<file path="config.mk">
export PLATFORM = sky130hd
export DESIGN_NAME = configurable_io_ports
export DESIGN_NICKNAME = d
export VERILOG_FILES = /design/src/rtl/io_ports_pkg.sv /design/src/rtl/sync2.sv /design/src/rtl/pin_function_mux.sv /design/src/rtl/configurable_io_ports.sv
export SDC_FILE = /design/constraint.sdc
export NUM_CORES = 1
export LEC_CHECK = 0
export ABC_CLOCK_PERIOD_IN_PS = 2600
export BUFFER_PORTS_ARGS = -buffer_cell sky130_fd_sc_hd__buf_2
export CORE_MARGIN = 8
export CORE_UTILIZATION = 49
export DETAILED_ROUTE_END_ITERATION = 8
export MAX_ROUTING_LAYER = met4
export PLACE_DENSITY_LB_ADDON = 0.05
export SLEW_MARGIN = 20
export SYNTH_ARGS = -nofsm -noshare
export SYNTH_HDL_FRONTEND = slang
export SYNTH_HIERARCHICAL = 1
export SYNTH_SLANG_ARGS = --single-unit
</file>
<file path="constraint.sdc">
create_clock -name clk -period 2.6 [get_ports clk]
set_clock_uncertainty 0.1 [all_clocks]
set_input_delay 0.52 -clock clk [delete_from_list [all_inputs] [get_ports clk]]
set_output_delay 0.52 -clock clk [all_outputs]
set_load 0.01 [all_outputs]
</file>
<file path="src/rtl/io_ports_pkg.sv">
// shared constants and types for the configurable io port block
package io_ports_pkg;
    localparam int DATA_W = 32;
    localparam int ADDR_W = 6;
    localparam int C_W = 8;
    localparam int A_W = 4;

    localparam logic [ADDR_W-1:0] OFF_DIR = 6'h00;
    localparam logic [ADDR_W-1:0] OFF_TRIS = 6'h04;
    localparam logic [ADDR_W-1:0] OFF_LVL = 6'h08;
    localparam logic [ADDR_W-1:0] OFF_FIXED = 6'h0C;
    localparam logic [ADDR_W-1:0] OFF_FIRST = 6'h10;
    localparam logic [ADDR_W-1:0] OFF_ANMODE = 6'h14;
    localparam logic [ADDR_W-1:0] OFF_PINCMD = 6'h18;
    localparam logic [ADDR_W-1:0] OFF_SFEN = 6'h1C;
    localparam logic [ADDR_W-1:0] OFF_RAWTRIS = 6'h20;

    localparam logic [7:0] RST_DIR = 8'h00;
    localparam logic [7:0] RST_TRIS = 8'hFF;
    localparam logic [7:0] RST_LVL = 8'h00;
    localparam logic [7:0] RST_FIXED = 8'h00;
    localparam logic [3:0] RST_ANMODE = 4'hF;
    localparam logic [3:0] RST_SFEN = 4'h0;

    localparam int PINCMD_SEL_LSB = 0;
    localparam int PINCMD_LVL_BIT = 3;
    localparam int SF_IR = 0;
    localparam int SF_PWM = 1;
    localparam int SF_I2C = 2;
    localparam int SF_KBD = 3;
    localparam int PIN_IR = 0;
    localparam int PIN_PWM1 = 1;
    localparam int PIN_PWM2 = 2;
    localparam int PIN_SCL = 3;
    localparam int PIN_SDA = 4;
    localparam int PIN_KCLK = 6;
    localparam int PIN_KDAT = 7;

    localparam int CLK_NS = 5;
    localparam int REFRESH_NS = 1000;
    localparam int REFRESH_CYC = REFRESH_NS / CLK_NS;

    localparam logic [1:0] RESP_OKAY = 2'h0;
    localparam logic [1:0] RESP_SLVERR = 2'h2;

    typedef struct packed {
        logic [1:0] pwm;
        logic scl_low;
        logic sda_low;
    } sf_drive_t;

    typedef struct packed {
        logic ir;
        logic scl;
        logic sda;
        logic kbd_clk;
        logic kbd_data;
    } sf_sense_t;

    typedef enum logic [1:0] {
        WR_IDLE = 2'b01,
        WR_RESP = 2'b10
    } wr_state_t;
endpackage : io_ports_pkg

</file>
<file path="src/rtl/sync2.sv">
// two-flop synchroniser for pin levels
`timescale 1ns/1ps
module sync2 #(
    parameter int W = 8
) (
    input wire logic clk,
    input wire logic rst_n,
    input wire logic ce,
    input wire logic [W-1:0] d,
    output logic [W-1:0] q
);
    logic [W-1:0] meta_r;
    logic [W-1:0] meta_nxt;
    logic [W-1:0] q_r;
    logic [W-1:0] q_nxt;

    always_comb begin
        meta_nxt = meta_r;
        q_nxt = q_r;
        if (ce) begin
            meta_nxt = d;
            q_nxt = meta_r;
        end
    end

    always_ff @(posedge clk) begin
        if (!rst_n) begin
            meta_r <= '0;
            q_r <= '0;
        end else begin
            meta_r <= meta_nxt;
            q_r <= q_nxt;
        end
    end

    assign q = q_r;
endmodule : sync2

</file>
<file path="src/rtl/pin_function_mux.sv">
// per-pin selection between plain io and special functions
`timescale 1ns/1ps
module pin_function_mux
    import io_ports_pkg::*;
(
    input wire logic clk,
    input wire logic rst_n,
    input wire logic ce,
    input wire logic [C_W-1:0] lvl,
    input wire logic [C_W-1:0] tris_hw,
    input wire logic [3:0] sf_en,
    input wire io_ports_pkg::sf_drive_t drive,
    output logic [C_W-1:0] pin_out,
    output logic [C_W-1:0] pin_oe
);
    logic [C_W-1:0] out_r;
    logic [C_W-1:0] out_nxt;
    logic [C_W-1:0] oe_r;
    logic [C_W-1:0] oe_nxt;

    always_comb begin
        out_nxt = out_r;
        oe_nxt = oe_r;
        if (ce) begin
            out_nxt = lvl;
            oe_nxt = ~tris_hw;
            if (sf_en[SF_IR]) begin
                oe_nxt[PIN_IR] = 1'b0;
            end
            if (sf_en[SF_PWM]) begin
                out_nxt[PIN_PWM1] = drive.pwm[0];
                out_nxt[PIN_PWM2] = drive.pwm[1];
                oe_nxt[PIN_PWM1] = 1'b1;
                oe_nxt[PIN_PWM2] = 1'b1;
            end
            // open drain: only ever pull low
            if (sf_en[SF_I2C]) begin
                out_nxt[PIN_SCL] = 1'b0;
                out_nxt[PIN_SDA] = 1'b0;
                oe_nxt[PIN_SCL] = drive.scl_low;
                oe_nxt[PIN_SDA] = drive.sda_low;
            end
            if (sf_en[SF_KBD]) begin
                oe_nxt[PIN_KCLK] = 1'b0;
                oe_nxt[PIN_KDAT] = 1'b0;
            end
        end
    end

    always_ff @(posedge clk) begin
        if (!rst_n) begin
            out_r <= RST_LVL;
            oe_r <= ~RST_TRIS;
        end else begin
            out_r <= out_nxt;
            oe_r <= oe_nxt;
        end
    end

    assign pin_out = out_r;
    assign pin_oe = oe_r;
endmodule : pin_function_mux

</file>
<file path="src/rtl/configurable_io_ports.sv">
// configurable io ports with axi4-lite register access
// Operation
// - power-up gives eight digital inputs, eight outputs, four analogue inputs
// - first port bits 0..3 default analogue, also readable as digital levels
// - second port has eight outputs whose direction never changes
// - third port starts as inputs; any of its eight may become outputs
// - direction register bit 1 means output, 0 means input
// - tristate register shows direction inverted: 1 input, 0 output
// - hardware tristate is refreshed from the firmware copy; raw writes are lost
// - set-high or set-low command makes one pin output and drives level together
// - writing the level register sets all third-port outputs at once
// - special functions take over pins 0,1,2,3,4,6,7 of third port
`timescale 1ns/1ps
module configurable_io_ports
    import io_ports_pkg::*;
#(
    parameter int REFRESH_CYCLES = REFRESH_CYC
) (
    input wire logic clk,
    input wire logic rst_n,
    input wire logic ce,
    input wire logic awvalid,
    output logic awready,
    input wire logic [io_ports_pkg::ADDR_W-1:0] awaddr,
    input wire logic wvalid,
    output logic wready,
    input wire logic [io_ports_pkg::DATA_W-1:0] wdata,
    input wire logic [3:0] wstrb,
    output logic bvalid,
    input wire logic bready,
    output logic [1:0] bresp,
    input wire logic arvalid,
    output logic arready,
    input wire logic [io_ports_pkg::ADDR_W-1:0] araddr,
    output logic rvalid,
    input wire logic rready,
    output logic [io_ports_pkg::DATA_W-1:0] rdata,
    output logic [1:0] rresp,
    input wire logic [io_ports_pkg::A_W-1:0] first_in,
    output logic [io_ports_pkg::A_W-1:0] first_analog_sel,
    output logic [io_ports_pkg::C_W-1:0] fixed_output_port,
    input wire logic [io_ports_pkg::C_W-1:0] third_in,
    output logic [io_ports_pkg::C_W-1:0] third_out,
    output logic [io_ports_pkg::C_W-1:0] third_oe,
    input wire io_ports_pkg::sf_drive_t sf_drive,
    output io_ports_pkg::sf_sense_t sf_sense
);
    import io_ports_pkg::*;

    localparam int CNT_W = $clog2(REFRESH_CYCLES + 1);

    if (REFRESH_CYCLES < 2) begin : g_bad_refresh
        $error("REFRESH_CYCLES must be at least 2");
    end

    function automatic logic mapped(input logic [ADDR_W-1:0] a);
        mapped = (a == OFF_DIR) || (a == OFF_TRIS) || (a == OFF_LVL) || (a == OFF_FIXED)
            || (a == OFF_FIRST) || (a == OFF_ANMODE) || (a == OFF_PINCMD) || (a == OFF_SFEN)
            || (a == OFF_RAWTRIS);
    endfunction : mapped

    // synchronised pin levels
    logic [A_W-1:0] first_sync;
    logic [C_W-1:0] third_sync;

    sync2 #(.W(A_W + C_W)) u_sync (
        .clk(clk),
        .rst_n(rst_n),
        .ce(ce),
        .d({first_in, third_in}),
        .q({first_sync, third_sync})
    );

    // register state
    logic [C_W-1:0] dir_r;
    logic [C_W-1:0] dir_nxt;
    logic [C_W-1:0] tris_hw_r;
    logic [C_W-1:0] tris_hw_nxt;
    logic [C_W-1:0] lvl_r;
    logic [C_W-1:0] lvl_nxt;
    logic [C_W-1:0] fixed_r;
    logic [C_W-1:0] fixed_nxt;
    logic [A_W-1:0] anmode_r;
    logic [A_W-1:0] anmode_nxt;
    logic [3:0] sfen_r;
    logic [3:0] sfen_nxt;
    logic [CNT_W-1:0] refresh_cnt_r;
    logic [CNT_W-1:0] refresh_cnt_nxt;
    logic refresh;

    // write channel state
    wr_state_t wr_state_r;
    wr_state_t wr_state_nxt;
    logic aw_have_r;
    logic aw_have_nxt;
    logic [ADDR_W-1:0] aw_addr_r;
    logic [ADDR_W-1:0] aw_addr_nxt;
    logic w_have_r;
    logic w_have_nxt;
    logic [DATA_W-1:0] w_data_r;
    logic [DATA_W-1:0] w_data_nxt;
    logic [3:0] w_strb_r;
    logic [3:0] w_strb_nxt;
    logic [1:0] bresp_r;
    logic [1:0] bresp_nxt;
    logic aw_ok;
    logic w_ok;
    logic do_wr;
    logic [ADDR_W-1:0] wr_addr;
    logic [DATA_W-1:0] wr_data;
    logic wr_lane0;
    logic [2:0] cmd_sel;

    assign awready = ce && (wr_state_r == WR_IDLE) && !aw_have_r;
    assign wready = ce && (wr_state_r == WR_IDLE) && !w_have_r;
    assign aw_ok = aw_have_r || (awvalid && awready);
    assign w_ok = w_have_r || (wvalid && wready);
    assign do_wr = ce && (wr_state_r == WR_IDLE) && aw_ok && w_ok;
    assign wr_addr = aw_have_r ? aw_addr_r : awaddr;
    assign wr_data = w_have_r ? w_data_r : wdata;
    assign wr_lane0 = w_have_r ? w_strb_r[0] : wstrb[0];
    assign cmd_sel = wr_data[PINCMD_SEL_LSB +: 3];
    assign bvalid = (wr_state_r == WR_RESP);
    assign bresp = bresp_r;

    always_comb begin
        wr_state_nxt = wr_state_r;
        aw_have_nxt = aw_have_r;
        aw_addr_nxt = aw_addr_r;
        w_have_nxt = w_have_r;
        w_data_nxt = w_data_r;
        w_strb_nxt = w_strb_r;
        bresp_nxt = bresp_r;
        if (ce) begin
            unique case (wr_state_r)
                WR_IDLE: begin
                    if (do_wr) begin
                        aw_have_nxt = 1'b0;
                        w_have_nxt = 1'b0;
                        bresp_nxt = mapped(wr_addr) ? RESP_OKAY : RESP_SLVERR;
                        wr_state_nxt = WR_RESP;
                    end else begin
                        if (awvalid && awready) begin
                            aw_have_nxt = 1'b1;
                            aw_addr_nxt = awaddr;
                        end
                        if (wvalid && wready) begin
                            w_have_nxt = 1'b1;
                            w_data_nxt = wdata;
                            w_strb_nxt = wstrb;
                        end
                    end
                end
                WR_RESP: begin
                    if (bready) begin
                        wr_state_nxt = WR_IDLE;
                    end
                end
                default: begin
                    wr_state_nxt = WR_IDLE;
                end
            endcase
        end
    end

    always_ff @(posedge clk) begin
        if (!rst_n) begin
            wr_state_r <= WR_IDLE;
            aw_have_r <= 1'b0;
            aw_addr_r <= '0;
            w_have_r <= 1'b0;
            w_data_r <= '0;
            w_strb_r <= '0;
            bresp_r <= RESP_OKAY;
        end else begin
            wr_state_r <= wr_state_nxt;
            aw_have_r <= aw_have_nxt;
            aw_addr_r <= aw_addr_nxt;
            w_have_r <= w_have_nxt;
            w_data_r <= w_data_nxt;
            w_strb_r <= w_strb_nxt;
            bresp_r <= bresp_nxt;
        end
    end

    // register updates; refresh beats any raw tristate write
    assign refresh = (refresh_cnt_r == '0);

    always_comb begin
        dir_nxt = dir_r;
        tris_hw_nxt = tris_hw_r;
        lvl_nxt = lvl_r;
        fixed_nxt = fixed_r;
        anmode_nxt = anmode_r;
        sfen_nxt = sfen_r;
        refresh_cnt_nxt = refresh_cnt_r;
        if (ce) begin
            refresh_cnt_nxt = refresh ? CNT_W'(REFRESH_CYCLES - 1) : refresh_cnt_r - 1'b1;
            if (do_wr && wr_lane0) begin
                unique case (wr_addr)
                    OFF_DIR: begin
                        dir_nxt = wr_data[C_W-1:0];
                    end
                    OFF_TRIS: begin
                        dir_nxt = ~wr_data[C_W-1:0];
                    end
                    OFF_LVL: begin
                        lvl_nxt = wr_data[C_W-1:0];
                    end
                    OFF_FIXED: begin
                        fixed_nxt = wr_data[C_W-1:0];
                    end
                    OFF_ANMODE: begin
                        anmode_nxt = wr_data[A_W-1:0];
                    end
                    OFF_PINCMD: begin
                        dir_nxt[cmd_sel] = 1'b1;
                        lvl_nxt[cmd_sel] = wr_data[PINCMD_LVL_BIT];
                    end
                    OFF_SFEN: begin
                        sfen_nxt = wr_data[3:0];
                    end
                    OFF_RAWTRIS: begin
                        tris_hw_nxt = wr_data[C_W-1:0];
                    end
                    default: begin
                    end
                endcase
            end
            // firmware copy wins over the raw hardware setting
            if (refresh || (dir_nxt != dir_r)) begin
                tris_hw_nxt = ~dir_nxt;
            end
        end
    end

    always_ff @(posedge clk) begin
        if (!rst_n) begin
            dir_r <= RST_DIR;
            tris_hw_r <= RST_TRIS;
            lvl_r <= RST_LVL;
            fixed_r <= RST_FIXED;
            anmode_r <= RST_ANMODE;
            sfen_r <= RST_SFEN;
            refresh_cnt_r <= CNT_W'(REFRESH_CYCLES - 1);
        end else begin
            dir_r <= dir_nxt;
            tris_hw_r <= tris_hw_nxt;
            lvl_r <= lvl_nxt;
            fixed_r <= fixed_nxt;
            anmode_r <= anmode_nxt;
            sfen_r <= sfen_nxt;
            refresh_cnt_r <= refresh_cnt_nxt;
        end
    end

    // read channel
    logic rvalid_r;
    logic rvalid_nxt;
    logic [DATA_W-1:0] rdata_r;
    logic [DATA_W-1:0] rdata_nxt;
    logic [1:0] rresp_r;
    logic [1:0] rresp_nxt;
    logic [C_W-1:0] rd_byte;

    assign arready = ce && !rvalid_r;

    always_comb begin
        unique case (araddr)
            OFF_DIR: rd_byte = dir_r;
            OFF_TRIS: rd_byte = ~dir_r;
            OFF_LVL: rd_byte = third_sync;
            OFF_FIXED: rd_byte = fixed_r;
            OFF_FIRST: rd_byte = {4'h0, first_sync};
            OFF_ANMODE: rd_byte = {4'h0, anmode_r};
            OFF_SFEN: rd_byte = {4'h0, sfen_r};
            OFF_RAWTRIS: rd_byte = tris_hw_r;
            default: rd_byte = 8'h00;
        endcase
    end

    always_comb begin
        rvalid_nxt = rvalid_r;
        rdata_nxt = rdata_r;
        rresp_nxt = rresp_r;
        if (ce) begin
            if (rvalid_r && rready) begin
                rvalid_nxt = 1'b0;
            end
            if (arvalid && arready) begin
                rvalid_nxt = 1'b1;
                rdata_nxt = {24'h000000, rd_byte};
                rresp_nxt = mapped(araddr) ? RESP_OKAY : RESP_SLVERR;
            end
        end
    end

    always_ff @(posedge clk) begin
        if (!rst_n) begin
            rvalid_r <= 1'b0;
            rdata_r <= '0;
            rresp_r <= RESP_OKAY;
        end else begin
            rvalid_r <= rvalid_nxt;
            rdata_r <= rdata_nxt;
            rresp_r <= rresp_nxt;
        end
    end

    assign rvalid = rvalid_r;
    assign rdata = rdata_r;
    assign rresp = rresp_r;

    // pin drive
    pin_function_mux u_mux (
        .clk(clk),
        .rst_n(rst_n),
        .ce(ce),
        .lvl(lvl_r),
        .tris_hw(tris_hw_r),
        .sf_en(sfen_r),
        .drive(sf_drive),
        .pin_out(third_out),
        .pin_oe(third_oe)
    );

    assign fixed_output_port = fixed_r;
    assign first_analog_sel = anmode_r;
    assign sf_sense = '{ir: third_sync[PIN_IR], scl: third_sync[PIN_SCL], sda: third_sync[PIN_SDA],
        kbd_clk: third_sync[PIN_KCLK], kbd_data: third_sync[PIN_KDAT]};
endmodule : configurable_io_ports

</file>
==> results.json <==
{
  "worstReg2RegStart": "aw_have_r",
  "ys_seq_area_frac": 0.380,
  "grt_pass1_vias": 5857,
  "port_buffers": 92,
  "drive_above_1_share": 0.310,
  "core_um2": 12500,
  "violations": "setup timing",
  "hold_class": "primary input to register",
  "cts_tree": "yes",
  "cp_cell_sequence": "buf_6 > mux2i_2 > buf_6 > xnor2_2 > buf_4 > or2_4 > a221oi_2 > a21oi_2 > a211o_4 > a221o_1",
  "die_w_um": 129,
  "cp_max_fo": 8,
  "n_antenna_cell": 0,
  "ir_drop_v": 0.000375,
  "synth.ff_latch_count": 118,
  "final_common_cell": "dfxtp_1",
  "clk_latency_ns": 0.42,
  "grt_use_total": 0.246,
  "core.rowCount": 41,
  "hold_start": "wdata[4]",
  "synth_xor_area_frac": 0.0240,
  "slowest_delay_ns": 0.38,
  "detail_route.vias_per_cell": 5.43,
  "holdBufCountCts": 0,
  "avgSynthCellArea_um2": 8.66,
  "synth-simple-area-share": 0.205,
  "htree_levels": 4,
  "antenna_found_initial": 0,
  "path_common_cell": "buf_6",
  "crit_start": "aw_have_r",
  "drv_slew": 0,
  "grt_max_degree": 46,
  "final_cell_mix": "dfxtp_1 (116), buf_4 (94), buf_2 (93)",
  "syn-cell-area_um2": 6210,
  "num_io_pins": 146,
  "cts_root_buf": "clkbuf_16",
  "criticalPathCategory": "register to register",
  "synthAdderAreaFrac": 0.00201,
  "synth.mux.area_fraction": 0.119,
  "grt_pass1_wl_um": 30600,
  "period_needed_ns": 2.62,
  "tightest_slew_ns": 0.648,
  "synth_cell_type_count": 66,
  "die-area_um2": 16500,
  "p_per_area_nw_per_um2": 620,
  "relSlewSlack": 0.567,
  "maxCapViolCount": 0,
  "synth_compound_area_frac": 0.187,
  "drc_errors": 0,
  "cts_buffers": 17,
  "critPathSlowestCell": "dfxtp_4",
  "clk_path_buf_depth": 2,
  "setup_viol": 1,
  "crit_path_end_kind": "register",
  "synth_top_family_by_area": "simple AND/OR/NAND/NOR gates",
  "worstSetupStartpointType": "register",
  "max_freq_mhz": 382,
  "die_y_um": 129,
  "critical_path_arrival_ns": 2.82,
  "placed_area_um2": 7300,
  "synth_flop_cell": "dfxtp_1",
  "leakage_nw": 3.69,
  "utilization": 0.659,
  "hpwlAfterDp_um": 14800,
  "rsz0062_at_grt": "yes",
  "finalCritPeriodShare": 1.01,
  "required_ns": 2.81,
  "ant_nets": 0,
  "route.vias.total": 5851,
  "grt_overflow": 0,
  "wl_per_cell_um": 18.2,
  "status": "complete, but fails checks",
  "finalHoldViolCount": 0,
  "yosysWarnings": 6,
  "finalWeightedCongestion": 0.912,
  "syn_to_final_growth_pct": 32.7,
  "drt_first_pass_iters": 5,
  "finalWorstSetupSlack_ns": -0.0164,
  "drt-total-wl_um": 19600,
  "clk_pin_slew_ns": 0.06,
  "final_area_um2": 8250,
  "clock_sinks": 118,
  "fillers": 1113,
  "synth_enable_flop_cells": 0,
  "nNetsFinal": 966,
  "ys_async_sr_fraction": 0,
  "netlist_instances": 718,
  "drt_iter0_drc": 331,
  "initial_utilization": 0.497
}
==> routing by layer <==
layer	global-route usage	routed length [um]	vias up
li1	-	-	2873
met1	0.309	9050	2782
met2	0.386	9040	172
met3	0.0559	1180	24
met4	0.0760	332	0
met5	-	0	-
==> logic make-up after synthesis <==
family | after synthesis
other cells | 1
compound gates | 180
flops | 118
xor+xnor | 17
fa+ha+maj | 1
mux | 71
buf+inv | 89
simple gates | 241
==> final cells by class <==
cell class | instances | area, um^2 | area share
flip-flops and latches | 118 | 2370 | 0.287
multi-input cells | 536 | 3650 | 0.442
clock inverters | 14 | 190 | 0.0231
well taps | 172 | 215 | 0.0261
repair buffers | 198 | 1300 | 0.158
inverters | 22 | 82.6 | 0.0100
clock buffers | 18 | 439 | 0.0533
==> registers in the layout, indices dropped and copies added (netlist names), 6 cells and up <==
signal             cells
u_sync/meta_r         12
w_data_r               8
u_sync/q              12
u_mux/pin_out          8
u_mux/pin_oe           8
tris_hw_r              8
dir_r                  8
fixed_output_port      8
refresh_cnt_r          8
lvl_r                  8
aw_addr_r              6
rdata                  8
==> synth_stat cells (6+ instances only) <==
master | number | area, um^2
a21oi_1 | 52 | 260
a221o_1 | 8 | 80.1
a221oi_1 | 7 | 61.3
a311oi_1 | 6 | 52.6
a31oi_1 | 10 | 62.6
and2_1 | 12 | 75.1
buf_4 | 30 | 225
clkbuf_1 | 26 | 97.6
dfxtp_1 | 118 | 2360
inv_1 | 21 | 78.8
mux2i_1 | 61 | 611
mux2i_2 | 6 | 82.6
nand2_1 | 40 | 150
nand2b_1 | 13 | 81.3
nand3_1 | 12 | 60.1
nor2_1 | 66 | 248
nor2b_1 | 39 | 244
nor3_1 | 14 | 70.1
nor3b_1 | 7 | 52.6
o21ai_0 | 46 | 230
o221ai_1 | 8 | 70.1
o22ai_1 | 8 | 50.1
or2_2 | 7 | 43.8
xnor2_1 | 14 | 123
==> per-stage QoR <==
step / worst slack (ns) / hold slack (ns) / power, W / TNS (ns) / std cells
2_1_floorplan: 0.0211 / 0.346 / 0.00234 / 0 / 743
5_1_grt: -0.118 / 0.251 / 0.00530 / -0.669 / 1078
3_3_place_gp: -0.371 / 0.351 / 0.00258 / -2.75 / 1037
4_1_cts: -0.0697 / 0.230 / 0.00511 / -0.502 / 1074
6_report: -0.0164 / 0.246 / 0.00511 / -0.0164 / 1078
3_5_place_dp: -0.398 / 0.361 / 0.00259 / -2.92 / 1037
==> timing repair <==
action,CTS,global route
pin swaps,8,17
endpoints found under the hold margin,0,0
gates cloned,1,0
setup buffers,4,4
setup endpoints to repair,8,15
gates resized for setup,25,27
==> power breakdown <==
| part | total, W | internal (W) | switching [W] |
|---|---|---|---|
| sequential | 0.00190 | 0.00186 | 0.0000382 |
| combinational | 0.000724 | 0.000334 | 0.000390 |
| clock | 0.00249 | 0.00156 | 0.000928 |
| total | 0.00511 | 0.00376 | 0.00136 |
==> path summary, 6_finish.rpt <==
kind / depth (start not counted) / end / slack (ns)
setup / recovery: 10 / tris_hw_r[3] / -0.02
hold / removal: 3 / w_data_r[4] / 0.25
setup reg to reg: 10 / tris_hw_r[3] / -0.02
hold reg to reg: 2 / u_mux/pin_out[3] / 0.37
==> critical path, delay by kind of cell, from the launching register on <==
family,cells,cell delay [ns]
AOI/OAI and AO/OA,4,1.05
buffers and inverters,3,0.44
DFF,1,0.38
and+or+nand+nor,1,0.23
muxes,1,0.21
xor gates and xnor gates,1,0.08
Power figures use the tool's default switching activity.
